File: src/fsr_consts.vh
// Purpose: Shared constants for the card reader buffer and status slice.
// Assumes: Registers are byte wide and addressed by a 6-bit index.
// Notes:   Offsets are register indices on the host register port.
`ifndef FSR_CONSTS_VH
`define FSR_CONSTS_VH

// ****************************************************************
// Register indices
// ****************************************************************
`define FSR_ADDR_W            6
`define FSR_OFF_STATUS1       6'h07
`define FSR_OFF_STATUS2       6'h08
`define FSR_OFF_DATA          6'h09
`define FSR_OFF_LEVEL         6'h0a
`define FSR_OFF_WARN          6'h0b

// ****************************************************************
// Field positions
// ****************************************************************
`define FSR_S1_CRC_ZERO       6
`define FSR_S1_CRC_DONE       5
`define FSR_S1_IRQ            4
`define FSR_S1_TIMER          3
`define FSR_S1_HI             1
`define FSR_S1_LO             0
`define FSR_S2_OVH_CLR        7
`define FSR_S2_FAST           6
`define FSR_S2_CIPHER         3
`define FSR_S2_PHASE_HI       2
`define FSR_LVL_FLUSH         7
`define FSR_WARN_HI           5

// ****************************************************************
// Reset values
// ****************************************************************
`define FSR_RST_STATUS1       8'h21
`define FSR_RST_STATUS2       8'h00
`define FSR_RST_WARN          6'h08

// ****************************************************************
// Buffer sizes and the timer gate-off code
// ****************************************************************
`define FSR_DEPTH             64
`define FSR_STAGE_DEPTH       8
`define FSR_GATE_OFF          2'h0

`endif

File: src/fsr_regs.v
// Purpose: Host buffer and status register slice of a card reader frontend.
// Assumes: All side-band inputs except the temperature alarm share core_clk_i.
// Notes:   Host reads return data one cycle after the read strobe.
`timescale 1ns/1ps
`include "fsr_consts.vh"

// ****************************************************************
// Synchronous FIFO with valid/ready on both sides
// ****************************************************************
module fsr_fifo #(
   parameter WIDTH = 8,
   parameter DEPTH = 8,
   parameter AW    = 3
) (
   input  wire             core_clk_i,
   input  wire             rst_n_i,
   input  wire             flush_i,
   input  wire             in_valid_i,
   output wire             in_ready_o,
   input  wire [WIDTH-1:0] in_data_i,
   output wire             out_valid_o,
   input  wire             out_ready_i,
   output wire [WIDTH-1:0] out_data_o,
   output wire [AW:0]      count_o
);
   reg  [WIDTH-1:0] mem [0:DEPTH-1];
   reg  [AW-1:0]    wr_ptr;
   reg  [AW-1:0]    rd_ptr;
   reg  [AW:0]      count;
   wire             push;
   wire             pop;

   assign in_ready_o  = (count != DEPTH[AW:0]);
   assign out_valid_o = (count != {(AW+1){1'b0}});
   assign out_data_o  = mem[rd_ptr];
   assign count_o     = count;
   assign push        = in_valid_i & in_ready_o;
   assign pop         = out_valid_o & out_ready_i;

   always @(posedge core_clk_i) begin
      if (push && !flush_i) begin
         mem[wr_ptr] <= in_data_i;
      end
   end

   // Flush wins over any push or pop in the same cycle.
   always @(posedge core_clk_i or negedge rst_n_i) begin
      if (!rst_n_i) begin
         wr_ptr <= {AW{1'b0}};
         rd_ptr <= {AW{1'b0}};
         count  <= {(AW+1){1'b0}};
      end else if (flush_i) begin
         wr_ptr <= {AW{1'b0}};
         rd_ptr <= {AW{1'b0}};
         count  <= {(AW+1){1'b0}};
      end else begin
         if (push) begin
            wr_ptr <= (wr_ptr == DEPTH[AW-1:0] - 1'b1) ? {AW{1'b0}}
                                                      : wr_ptr + 1'b1;
         end
         if (pop) begin
            rd_ptr <= (rd_ptr == DEPTH[AW-1:0] - 1'b1) ? {AW{1'b0}}
                                                      : rd_ptr + 1'b1;
         end
         if (push && !pop) begin
            count <= count + 1'b1;
         end else if (pop && !push) begin
            count <= count - 1'b1;
         end
      end
   end
endmodule // fsr_fifo

// ****************************************************************
// Register slice
// ****************************************************************
module fsr_regs #(
   parameter DEPTH     = `FSR_DEPTH,
   parameter AW        = 6,
   parameter STG_DEPTH = `FSR_STAGE_DEPTH,
   parameter STG_AW    = 3,
   parameter IRQ_N     = 16
) (
   input  wire             core_clk_i,
   input  wire             rst_n_i,
   input  wire [5:0]       reg_addr_i,
   input  wire             reg_wr_i,
   input  wire             reg_rd_i,
   input  wire [7:0]       reg_wdata_i,
   output reg  [7:0]       reg_rdata_o,
   output reg              reg_rvalid_o,
   input  wire             rx_valid_i,
   output wire             rx_ready_o,
   input  wire [7:0]       rx_data_i,
   output wire             tx_valid_o,
   input  wire             tx_ready_i,
   output wire [7:0]       tx_data_o,
   output reg              fifo_overflow_err_o,
   input  wire             crc_calc_start_i,
   input  wire             crc_calc_end_i,
   input  wire             crc_zero_i,
   input  wire             crc_compute_cmd_i,
   input  wire [IRQ_N-1:0] irq_req_i,
   input  wire [IRQ_N-1:0] irq_en_i,
   input  wire             timer_counting_i,
   input  wire             timer_armed_i,
   input  wire [1:0]       timer_gate_sel_i,
   input  wire             temp_alarm_i,
   output reg              temp_err_clr_o,
   input  wire             i2c_hs_proto_i,
   output wire             filter_fast_mode_o,
   input  wire             card_auth_ok_i,
   input  wire [2:0]       modem_phase_i,
   output wire             near_full_alert_o,
   output wire             near_empty_alert_o
);
   // ****************************************************************
   // Register state
   // ****************************************************************
   reg  [5:0]    warn_threshold;
   reg           crc_result_zero;
   reg           crc_done;
   reg           overheat_clear;
   reg           bus_filter_force_fast;
   reg           cipher_unit_on;
   reg           temp_meta;
   reg           temp_sync;
   reg  [7:0]    next_rdata;

   wire          wr_data;
   wire          rd_data;
   wire          wr_level;
   wire          wr_status2;
   wire          fifo_flush;
   wire [AW:0]   fifo_fill_count;
   wire [AW:0]   free_space;
   wire          buf_in_ready;
   wire          buf_out_valid;
   wire [7:0]    buf_out_data;
   wire          host_pop;
   wire          buf_push_valid;
   wire [7:0]    buf_push_data;
   wire          stg_valid;
   wire [7:0]    stg_data;
   wire          stg_ready;
   wire          stg_in_ready;
   wire          overflow_evt;
   wire          timer_active;
   wire          irq_pending;
   wire [7:0]    status1;
   wire [7:0]    status2;

   function sel;
      input [5:0] addr;
      input [5:0] off;
      begin
         sel = (addr == off);
      end
   endfunction

   // Reset pattern of the first status register; the CRC flags take
   // their reset levels from it so the two can never drift apart.
   localparam [7:0] RST_S1 = `FSR_RST_STATUS1;

   assign wr_data    = reg_wr_i & sel(reg_addr_i, `FSR_OFF_DATA);
   assign rd_data    = reg_rd_i & sel(reg_addr_i, `FSR_OFF_DATA);
   assign wr_level   = reg_wr_i & sel(reg_addr_i, `FSR_OFF_LEVEL);
   assign wr_status2 = reg_wr_i & sel(reg_addr_i, `FSR_OFF_STATUS2);
   assign fifo_flush = wr_level & reg_wdata_i[`FSR_LVL_FLUSH];

   // ****************************************************************
   // Staging buffer for the receiver and the main 64-byte buffer
   // ****************************************************************
   // The receiver lands in a small staging FIFO so that a host write
   // taking the main buffer's write slot stalls it instead of losing it.
   fsr_fifo #(
      .WIDTH (8),
      .DEPTH (STG_DEPTH),
      .AW    (STG_AW)
   ) u_stage (
      .core_clk_i  (core_clk_i),
      .rst_n_i     (rst_n_i),
      .flush_i     (fifo_flush),
      .in_valid_i  (rx_valid_i),
      .in_ready_o  (stg_in_ready),
      .in_data_i   (rx_data_i),
      .out_valid_o (stg_valid),
      .out_ready_i (stg_ready),
      .out_data_o  (stg_data),
      .count_o     ()
   );

   assign rx_ready_o     = stg_in_ready;
   assign stg_ready      = ~wr_data & buf_in_ready;
   assign buf_push_valid = wr_data | stg_valid;
   assign buf_push_data  = wr_data ? reg_wdata_i : stg_data;
   // An empty buffer has no valid output, so a host pop does nothing.
   assign host_pop       = rd_data & buf_out_valid;
   assign tx_valid_o     = buf_out_valid & ~rd_data;
   assign tx_data_o      = buf_out_data;

   fsr_fifo #(
      .WIDTH (8),
      .DEPTH (DEPTH),
      .AW    (AW)
   ) u_buf (
      .core_clk_i  (core_clk_i),
      .rst_n_i     (rst_n_i),
      .flush_i     (fifo_flush),
      .in_valid_i  (buf_push_valid),
      .in_ready_o  (buf_in_ready),
      .in_data_i   (buf_push_data),
      .out_valid_o (buf_out_valid),
      .out_ready_i (host_pop | tx_ready_i),
      .out_data_o  (buf_out_data),
      .count_o     (fifo_fill_count)
   );

   // Overflow: host write into a full buffer, or receiver blocked by a
   // full staging FIFO while the main buffer is full.
   assign overflow_evt = (wr_data & ~buf_in_ready) |
                         (rx_valid_i & ~stg_in_ready & ~buf_in_ready);

   // A fresh overflow in the flush cycle survives it, so none is missed.
   always @(posedge core_clk_i or negedge rst_n_i) begin
      if (!rst_n_i) begin
         fifo_overflow_err_o <= 1'b0;
      end else if (overflow_evt) begin
         fifo_overflow_err_o <= 1'b1;
      end else if (fifo_flush) begin
         fifo_overflow_err_o <= 1'b0;
      end
   end

   // ****************************************************************
   // Alerts
   // ****************************************************************
   assign free_space = DEPTH[AW:0] - fifo_fill_count;
   assign near_full_alert_o  = (free_space <= {1'b0, warn_threshold});
   assign near_empty_alert_o = (fifo_fill_count <= {1'b0, warn_threshold});

   always @(posedge core_clk_i or negedge rst_n_i) begin
      if (!rst_n_i) begin
         warn_threshold <= `FSR_RST_WARN;
      end else if (reg_wr_i && sel(reg_addr_i, `FSR_OFF_WARN)) begin
         warn_threshold <= reg_wdata_i[`FSR_WARN_HI:0];
      end
   end

   // ****************************************************************
   // CRC, interrupt and timer status
   // ****************************************************************
   always @(posedge core_clk_i or negedge rst_n_i) begin
      if (!rst_n_i) begin
         crc_result_zero <= RST_S1[`FSR_S1_CRC_ZERO];
         crc_done        <= RST_S1[`FSR_S1_CRC_DONE];
      end else begin
         if (crc_calc_end_i) begin
            crc_result_zero <= crc_zero_i;
         end else if (crc_calc_start_i) begin
            crc_result_zero <= 1'b0;
         end
         if (crc_calc_end_i && crc_compute_cmd_i) begin
            crc_done <= 1'b1;
         end else if (crc_calc_start_i) begin
            crc_done <= 1'b0;
         end
      end
   end

   assign irq_pending  = |(irq_req_i & irq_en_i);
   // Gated mode reports the arming by gate selection, never the gate.
   assign timer_active = (timer_gate_sel_i != `FSR_GATE_OFF) ?
                         timer_armed_i : timer_counting_i;

   assign status1 = {1'b0, crc_result_zero, crc_done, irq_pending,
                     timer_active, 1'b0, near_full_alert_o,
                     near_empty_alert_o};

   // ****************************************************************
   // Temperature, bus filter, cipher and modem phase
   // ****************************************************************
   always @(posedge core_clk_i or negedge rst_n_i) begin
      if (!rst_n_i) begin
         temp_meta <= 1'b0;
         temp_sync <= 1'b0;
      end else begin
         temp_meta <= temp_alarm_i;
         temp_sync <= temp_meta;
      end
   end

   always @(posedge core_clk_i or negedge rst_n_i) begin
      if (!rst_n_i) begin
         overheat_clear        <= 1'b0;
         bus_filter_force_fast <= 1'b0;
         cipher_unit_on        <= 1'b0;
         temp_err_clr_o        <= 1'b0;
      end else begin
         temp_err_clr_o <= wr_status2 & reg_wdata_i[`FSR_S2_OVH_CLR] &
                           ~temp_sync;
         if (wr_status2) begin
            overheat_clear        <= reg_wdata_i[`FSR_S2_OVH_CLR];
            bus_filter_force_fast <= reg_wdata_i[`FSR_S2_FAST];
         end
         // Authentication success wins over a same-cycle software clear.
         if (card_auth_ok_i) begin
            cipher_unit_on <= 1'b1;
         end else if (wr_status2 && !reg_wdata_i[`FSR_S2_CIPHER]) begin
            cipher_unit_on <= 1'b0;
         end
      end
   end

   assign filter_fast_mode_o = bus_filter_force_fast | i2c_hs_proto_i;

   // Phase codes come straight from the modem sequencer.
   assign status2 = {overheat_clear, bus_filter_force_fast, 2'b00,
                     cipher_unit_on, modem_phase_i};

   // ****************************************************************
   // Read port
   // ****************************************************************
   always @* begin
      next_rdata = 8'h00;
      case (reg_addr_i)
         `FSR_OFF_STATUS1: next_rdata = status1;
         `FSR_OFF_STATUS2: next_rdata = status2;
         `FSR_OFF_DATA:    next_rdata = buf_out_valid ? buf_out_data : 8'h00;
         `FSR_OFF_LEVEL:   next_rdata = {1'b0, fifo_fill_count};
         `FSR_OFF_WARN:    next_rdata = {2'b00, warn_threshold};
         default:          next_rdata = 8'h00;
      endcase
   end

   always @(posedge core_clk_i or negedge rst_n_i) begin
      if (!rst_n_i) begin
         reg_rdata_o  <= 8'h00;
         reg_rvalid_o <= 1'b0;
      end else begin
         reg_rvalid_o <= reg_rd_i;
         if (reg_rd_i) begin
            reg_rdata_o <= next_rdata;
         end
      end
   end
endmodule // fsr_regs

File: config.mk
export PLATFORM = sky130hd
export DESIGN_NAME = fsr_regs
export DESIGN_NICKNAME = d
export VERILOG_FILES = /design/src/fsr_regs.v
export VERILOG_INCLUDE_DIRS = /design/src
export SDC_FILE = /design/constraint.sdc
export NUM_CORES = 1
export LEC_CHECK = 0
export BUFFER_PORTS_ARGS = -buffer_cell sky130_fd_sc_hd__buf_4
export CORE_ASPECT_RATIO = 1.2
export CORE_MARGIN = 5
export CORE_UTILIZATION = 40
export DETAILED_ROUTE_END_ITERATION = 10
export SYNTH_ARGS = -nofsm -noshare
export SYNTH_HDL_FRONTEND = slang
export SYNTH_SLANG_ARGS = --single-unit
File: constraint.sdc
create_clock -name core_clk_i -period 6.78 [get_ports core_clk_i]
set_clock_uncertainty 0.05 [all_clocks]
set_input_delay 1.356 -clock core_clk_i [delete_from_list [all_inputs] [get_ports core_clk_i]]
set_output_delay 1.356 -clock core_clk_i [all_outputs]
set_load 0.01 [all_outputs]
==> reports/qor.txt, run 1 <==
Status: finished clean
Final worst-path setup slack: 1320 ps
Crit path from: u_buf.rd_ptr[0]
CTS tree: yes
Via Count: 14000
Fillers: 5462
Post-CTS setup buffers: 0
Clk root buf: clkbuf_16
Crit path DAT: 4060 ps
Most Frequent Cell on Critical Path: buf_4
Top FF cell, synth: edfxtp_1
RSZ-0062 raised after global routing: no
ANT nets after route: 0
Max-cap violations: 0
Post-place setup slack: 1800 ps
Largest net degree at the start of global routing: 65
Total CTS buffers: 60
Crit start category: register
Yosys Warn Count: 0
Drt via density: 5.70
Worst setup path end: tx_data_o[4]
Post-synth EDFFs: 576
Worst EP required: 5370 ps
Clk buf depth: 3
Number of diodes: 0
Period utilization: 80.6%
Worst-margin pin slew: 1040 ps
Initial antenna violation count: 0
Ys async rst share: 8.43%
Reg2Reg Depth: 13
Reg-to-Reg Start: u_buf.count_o[0]
Synth Cell Area: 26100 um^2
Power per cell area: 460 nW/um^2
Row count: 102
CTS hold repair buffers: 0
Clk_lat worst skew: 610 ps
Port Buffer Count: 97
DP HPWL: 41200 um
Initial drt markers: 1122
LEAKAGE: 9.89 nW
I/O Pins: 98
Share of post-route cells with drive strength above 1: 22.8%
Clk sink count: 629
H-tree Lvls: 2
Final GP Congestion: 0.865
Syn avg cell area: 17.8 um^2
Final nets: 1678
DIE WIDTH: 243 um
Die height: 290 um
Vias in the first global route: 14300
Grt ovf: 0
CTS resizes: 0
Finished Cell Area: 29700 um^2
Hold path depth: 0
Crit. End Element: output pin
Slowest Stage Delay on Critical Path: 1100 ps
First-pass GRT wire length: 95900 um
Fin. max-slew vios: 0
Final core occ: 45.8%
Commonest non-fill, non-tap cell in the layout: edfxtp_1
FF+latch count, synth: 629
Net count after synthesis: 1573
Wire length per cell: 26.3 um
Worst relative slew slack: 30.7%
Crit-path slowest cell: dfrtp_4
DP Cell Count: 2346
Syn Inst Count: 1471
Gr usage total: 17.9%
Reg clk slew, reported paths: 60 ps
Critical path cell sequence: buf_4 > mux4_1 > mux4_2 > nand2_1 > a21oi_1 > a21o_1 > buf_4
Worst R2R Setup Slack: 2620 ps
FF-to-FF End: u_buf.count_o[6]
Final setup TNS: 0 ps
HP Class: reg -> reg
Starting Density: 40.4%
Final Hold Fails: 0
Cell variety after synth: 81
Sequential area share after synthesis: 71.3%
Post-Layout Cell Count: 2456
Critical path class: reg -> out
Final wirelength: 64600 um
Most frequent cells in the layout: edfxtp_1, buf_4, nor2_1, mux4_2, mux2i_1
DRT Pass-1 Iters: 5
CP max FO: 51
Setup violators final: 0
Max Clock Freq: 183 MHz
Synthesis-to-finish area growth: 13.5%
Die area: 70600 um^2
DRC viols: 0
Post-route minimum period: 5460 ps
VDD IR max: 0.000474 V
Post-DP Area: 27800 um^2
Core Box Area: 64700 um^2
[layer usage]
| layer | up-vias | wire length, um | track usage [%] | part of all wire [%] |
|---|---|---|---|---|
| met5 | - | 0 | 0 | 0 |
| met4 | 0 | 2120 | 5.86 | 3.3 |
| met3 | 110 | 3530 | 2.75 | 5.5 |
| met2 | 459 | 33200 | 30.5 | 51 |
| met1 | 7275 | 25800 | 23.8 | 40 |
| li1 | 6154 | - | - | - |
[metrics by stage]
stage | hold WS (ps) | power [mW]
3_5_place_dp | 304 | 10.6
6_report | 320 | 13.6
5_1_grt | 334 | 14.2
3_3_place_gp | 284 | 10.5
2_1_floorplan | 281 | 8.70
4_1_cts | 318 | 13.8
[critical path, delay by kind of cell, from the launching register on]
kind,cells,cell delay [ps]
compound gates,2,360
buf+inv,2,660
flops,1,1100
mux,2,1150
simple gates,1,120
[cell type report]
cell class	instances	area, um^2	share of cell area, %
inverter	23	86.3	0.291
multi-input combinational	739	7080	23.9
tap	832	1040	3.51
sequential	629	18600	62.8
clock inverter	33	235	0.793
clock buffer	77	1630	5.48
timing repair buffer	123	961	3.24
[worst min-delay path by stage]
stage	startpoint	end	slack [ps]
finish	temp_meta	temp_sync	320
floorplan	temp_meta	temp_sync	280
global placement	temp_meta	temp_sync	280
CTS	temp_meta	temp_sync	320
global route	temp_meta	temp_sync	330
detailed placement	temp_meta	temp_sync	300
[sequential cells by signal, indices dropped and copies added, names as in the netlist]
| signal | flops |
|---|---|
| u_buf.mem | 512 |
| u_stage.mem | 64 |
| reg_rdata_o | 8 |
| u_buf.count_o | 7 |
| u_buf.rd_ptr | 6 |
| u_buf.wr_ptr | 6 |
| warn_threshold | 6 |
| u_stage.count_o | 4 |
| u_stage.rd_ptr | 3 |
| u_stage.wr_ptr | 3 |
| bus_filter_force_fast | 1 |
| cipher_unit_on | 1 |
| crc_done | 1 |
| crc_result_zero | 1 |
| fifo_overflow_err_o | 1 |
| overheat_clear | 1 |
| reg_rvalid_o | 1 |
| temp_err_clr_o | 1 |
| temp_meta | 1 |
| temp_sync | 1 |
[logic make-up after synthesis]
family                   count (synthesis)  share of synthesized area, %
adder cells (fa/ha/maj)                 28                          1.40
multiplexers                           227                          14.3
buffers and inverters                  103                          2.05
flip-flops                             629                          71.3
XOR/XNOR                                16                         0.565
AO/OA/AOI/OAI                          167                          4.62
AND/OR/NAND/NOR                        301                          5.79
[cells in the mapped netlist (all sizes together) (11+ instances only)]
cell type,n,share of area [%]
nand2,57,0.82
o21ai,29,0.57
a22oi,26,0.75
edfxtp,576,66
buf,56,1.4
xnor2,11,0.40
nand3,31,0.59
clkbuf,24,0.35
a221oi,13,0.44
mux2,24,1.0
dfrtp,51,4.9
mux4,111,9.8
a21oi,22,0.42
ha,26,1.2
mux2i,92,3.5
o22ai,11,0.26
inv,23,0.33
nor3,14,0.29
nor2,113,1.6
[report_power, final]
group          internal, mW  switching [mW]  leakage, nW
logic                  1.54            2.97         3.13
clock network          1.77            1.42        0.912
registers              5.50           0.431         5.84
total                  8.82            4.82         9.89
(Power assumes the default switching activity.)
==> inputs of run 2 (changes only) <==
Clock period 6.78 ns to 5.73 ns, I/O delays scaled along.
==> reports/qor.txt, run 2 (synthesis gave the netlist of run 1 again) <==
Number of flip-flops in the largest register: 512
H-tree Lvls: 3
Max Clock Freq: 198 MHz
Grt met1 use: 23.8%
Hold Startpoint: temp_meta
LEAKAGE: 10.0 nW
Post-route minimum period: 5060 ps
Worst R2R Setup Slack: 1550 ps
Number of diodes: 0
Most Frequent Cell on Critical Path: buf_4
First-pass GRT wire length: 95100 um
Setup violators final: 0
DRT Pass-1 Iters: 7
Largest net degree at the start of global routing: 65
FF-to-FF End: u_buf.count_o[6]
Post-CTS setup buffers: 0
DRC viols: 0
Drt via density: 5.63
Top delay family on crit path: multiplexers
Final Hold Fails: 0
Post-Layout Cell Count: 2477
Die area: 70600 um^2
Share of post-route cells with drive strength above 1: 23.5%
Hold EP: temp_sync
Initial antenna violation count: 0
Worst path bufs/invs: 2
Gr usage total: 17.8%
Final GP Congestion: 0.848
Hold path depth: 0
HP Class: reg -> reg
Period utilization: 88.3%
Crit path DAT: 3860 ps
GR peak layer: met2
DP HPWL: 41100 um
Clk buf depth: 3
Crit. End Element: output pin
Clk_lat worst skew: 610 ps
Synthesis-to-finish area growth: 14.5%
Reg2Reg Depth: 13
Final wirelength: 63500 um
Top flop regs: u_buf.mem: 512 flops, u_stage.mem: 64 flops, reg_rdata_o: 8 flops
Die height: 290 um
Met3 Use GR: 2.94%
Total CTS buffers: 67
Overall power: 16.4 mW
I/O Pins: 98
DP Cell Count: 2358
Initial drt markers: 1136
Critical path class: reg -> out
Slowest Stage Delay on Critical Path: 950 ps
DIE WIDTH: 243 um
Core Box Area: 64700 um^2
Finished Cell Area: 29900 um^2
Worst relative slew slack: 26.0%
Crit start category: register
Met2 Resource Use GR: 29.5%
Wire length per cell: 25.6 um
Row count: 102
Fin. max-slew vios: 0
Port Buffer Count: 97
Largest reg by FF count: u_buf.mem
Final nets: 1697
Reg-to-Reg Start: u_buf.count_o[0]
Vias in the first global route: 14700
Status: finished clean
CP max FO: 40
Clk sink count: 629
Commonest non-fill, non-tap cell in the layout: edfxtp_1
Worst-margin pin slew: 1110 ps
RSZ-0062 raised after global routing: no
Clk root buf: clkbuf_16
Hold_ws: 297 ps
Grt ovf: 0
Crit-path slowest cell: dfrtp_4
CTS hold repair buffers: 0
Critical path cell sequence: buf_4 > mux4_1 > mux4_2 > nand2b_1 > a21oi_1 > a21o_1 > buf_4
Starting Density: 40.4%
Most frequent cells in the layout: edfxtp_1, buf_4, nor2_1, mux4_2, mux2i_1
ANT nets after route: 0
Post-DP Area: 27900 um^2
Via Count: 13900
Power per cell area: 549 nW/um^2
Max-cap violations: 0
Final setup TNS: 0 ps
Reg clk slew, reported paths: 60 ps
CTS resizes: 0
Fillers: 5473
CTS tree: yes
VDD IR max: 0.000297 V
Worst EP required: 4530 ps
[run 2: cell types whose count changed in the layout (fill, tap and decap cells not counted), sizes merged]
| cell | previous run | this run |
|---|---|---|
| buf | 123 | 135 |
| clkinv | 24 | 30 |
| clkbuf | 77 | 80 |
| bufinv | 2 | 3 |
| inv | 28 | 27 |
[run 2: area by class of cell]
type                            count  area (um^2)  share of cell area [%]
Multi-Input combinational cell    739         7070                    23.6
Clock inverter                     39          308                    1.03
Clock buffer                       80         1760                    5.87
Timing Repair Buffer              135         1030                    3.43
Inverter                           23         86.3                   0.289
Sequential cell                   629        18600                    62.3
Tap cell                          832         1040                    3.48
[run 2: routing by layer]
metal / vias to the layer above / part of all wire, %
met4: 0 / 3.2
met2: 428 / 50
met5: - / 0
met3: 108 / 5.4
met1: 7213 / 41
li1: 6190 / -
[run 2: worst max-delay path by stage]
stage	slack (ps)	depth (start not counted)	from	end
final	670	7	u_buf.rd_ptr[0]	tx_data_o[4]
after global routing	460	7	u_buf.rd_ptr[0]	tx_data_o[4]
after CTS	560	7	u_buf.rd_ptr[0]	tx_data_o[3]
after detailed placement	880	8	reg_addr_i[2]	u_buf.mem[51][0]
after global placement	930	8	reg_addr_i[2]	u_buf.mem[51][0]
after floorplan	550	6	reg_addr_i[1]	u_buf.mem[0][5]
[run 2: per-stage QoR]
stage / util (%) / setup slack (ps)
final: 46.2 / 669
after global placement: 43.1 / 929
after floorplan: - / 555
after global routing: 46.2 / 460
after detailed placement: 43.1 / 885
after CTS: 46.2 / 561
[run 2: where the power goes]
group / switching, mW / internal (mW)
combinational: 3.46 / 1.85
clock: 1.77 / 2.34
sequential: 0.503 / 6.51
total: 5.73 / 10.7
==> inputs of run 3 (changes only) <==
Settings changed: CELL_PAD_IN_SITES_DETAIL_PLACEMENT from default to 1, CELL_PAD_IN_SITES_GLOBAL_PLACEMENT from default to 2, PLACE_DENSITY_LB_ADDON from default to 0.1, RECOVER_POWER from default to 50.
==> reports/qor.txt, run 3 (synthesis gave the netlist of run 1 again) <==
Grt ovf: 0
Top flop regs: u_buf.mem: 512 flops, u_stage.mem: 64 flops, reg_rdata_o: 8 flops
Row count: 102
CTS tree: yes
CTS resizes: 0
VDD IR max: 0.000312 V
H-tree Lvls: 3
Final wirelength: 72400 um
Power per cell area: 566 nW/um^2
Number of diodes: 0
Clk root buf: clkbuf_16
Synthesis-to-finish area growth: 13.9%
Post-CTS setup buffers: 0
Initial antenna violation count: 0
HP Class: reg -> reg
Final setup TNS: 0 ps
Total CTS buffers: 66
Core Box Area: 64700 um^2
Post-DP Area: 27900 um^2
Crit start category: register
Finished Cell Area: 29800 um^2
Port Buffer Count: 97
DRC viols: 0
Fin. max-slew vios: 358
CTS hold repair buffers: 0
Drt via density: 5.68
DRT Pass-1 Iters: 5
Via Count: 14100
LEAKAGE: 9.91 nW
DP HPWL: 47400 um
Largest reg by FF count: u_buf.mem
Crit. End Element: output pin
Final nets: 1693
Critical path class: reg -> out
Max Clock Freq: 191 MHz
Most frequent cells in the layout: edfxtp_1, nor2_1, mux4_2, mux2i_1, buf_4
Reg clk slew, reported paths: 60 ps
Failing checks: max-capacitance violations, max-slew violations
Worst R2R Setup Slack: 920 ps
Die area: 70600 um^2
Setup violators final: 0
RSZ-0062 raised after global routing: no
Clk_lat worst skew: 610 ps
I/O Pins: 98
Wire length per cell: 29.3 um
Share of post-route cells with drive strength above 1: 20.7%
Final GP Congestion: 0.809
Largest net degree at the start of global routing: 65
Number of flip-flops in the largest register: 512
DIE WIDTH: 243 um
Clk sink count: 629
Post-route minimum period: 5240 ps
CP max FO: 43
Worst EP required: 4530 ps
Final Hold Fails: 0
Starting Density: 40.4%
Period utilization: 91.4%
Initial drt markers: 896
First-pass GRT wire length: 107000 um
ANT nets after route: 0
Commonest non-fill, non-tap cell in the layout: edfxtp_1
Vias in the first global route: 15400
Die height: 290 um
Crit path DAT: 4040 ps
Clk buf depth: 3
Status: finished with violations
Worst-margin pin slew: 3200 ps
Worst relative slew slack: -114%
Max-cap violations: 9
Gr usage total: 20.3%
==> run 3: cell count changes in the layout (fill, tap and decap cells not counted), moves of 4 or more <==
cell and delta:
clkbuf_2 +7, o21ai_4 -6, buf_4 -42, clkbuf_1 +33, bufinv_16 +4
==> run 3: cell type report <==
cell class / instances / area, um^2
Timing Repair Buffer: 132 / 918
Multi-Input combinational cell: 739 / 6970
Sequential cell: 629 / 18600
Fill cell: 6105 / 34900
Tap cell: 832 / 1040
Inverter: 23 / 86.3
Clock buffer: 83 / 1740
Clock inverter: 37 / 387
==> run 3: path summary, 6_finish.rpt <==
kind | cells past startpoint | to | start
min in group asynchronous | 1 | crc_result_zero | rst_n_i
worst min-delay path | 0 | temp_sync | temp_meta
worst min register to register | 0 | temp_sync | temp_meta
max in group asynchronous | 1 | u_buf.rd_ptr[1] | rst_n_i
worst max register to register | 4 | u_buf.mem[37][6] | u_stage.rd_ptr[1]
worst max-delay path | 6 | tx_data_o[1] | u_buf.rd_ptr[0]
==> run 3: metal layers <==
layer  share of wire, %  global-route usage [%]  up-vias  routed length [um]
met2                 52                    35.9      303               37800
li1                   -                       -     6182                   -
met1                 42                    26.5     7500               30500
met3                3.7                    3.04       79                2650
met4                2.0                    5.22        0                1470
met5                  0                       0        -                   0
==> run 3: stage by stage <==
| step | instances | utilization (%) | worst slack [ps] | power (mW) | hold slack (ps) |
|---|---|---|---|---|---|
| after detailed placement | 2355 | 43.1 | 589 | 12.8 | 293 |
| after CTS | 2475 | 46.4 | 416 | 17.1 | 305 |
| after global placement | 2355 | 43.1 | 733 | 12.7 | 283 |
| after floorplan | 1471 | - | 555 | 10.3 | 281 |
| final | 2475 | 46.0 | 495 | 16.8 | 307 |
| after global routing | 2475 | 46.0 | 291 | 17.6 | 316 |
==> run 3: worst max-delay path: stages, from the launching register on <==
cell	delay, ps
dfrtp_4	1020
buf_4	460
mux4_2	330
mux2_2	210
o21ai_0	100
o32ai_1	990
buf_4	270
==> run 3: power breakdown <==
group          total (mW)  internal, mW  switching [mW]
combinational        5.53          1.80            3.73
sequential           7.03          6.57           0.466
clock                4.28          2.48            1.80
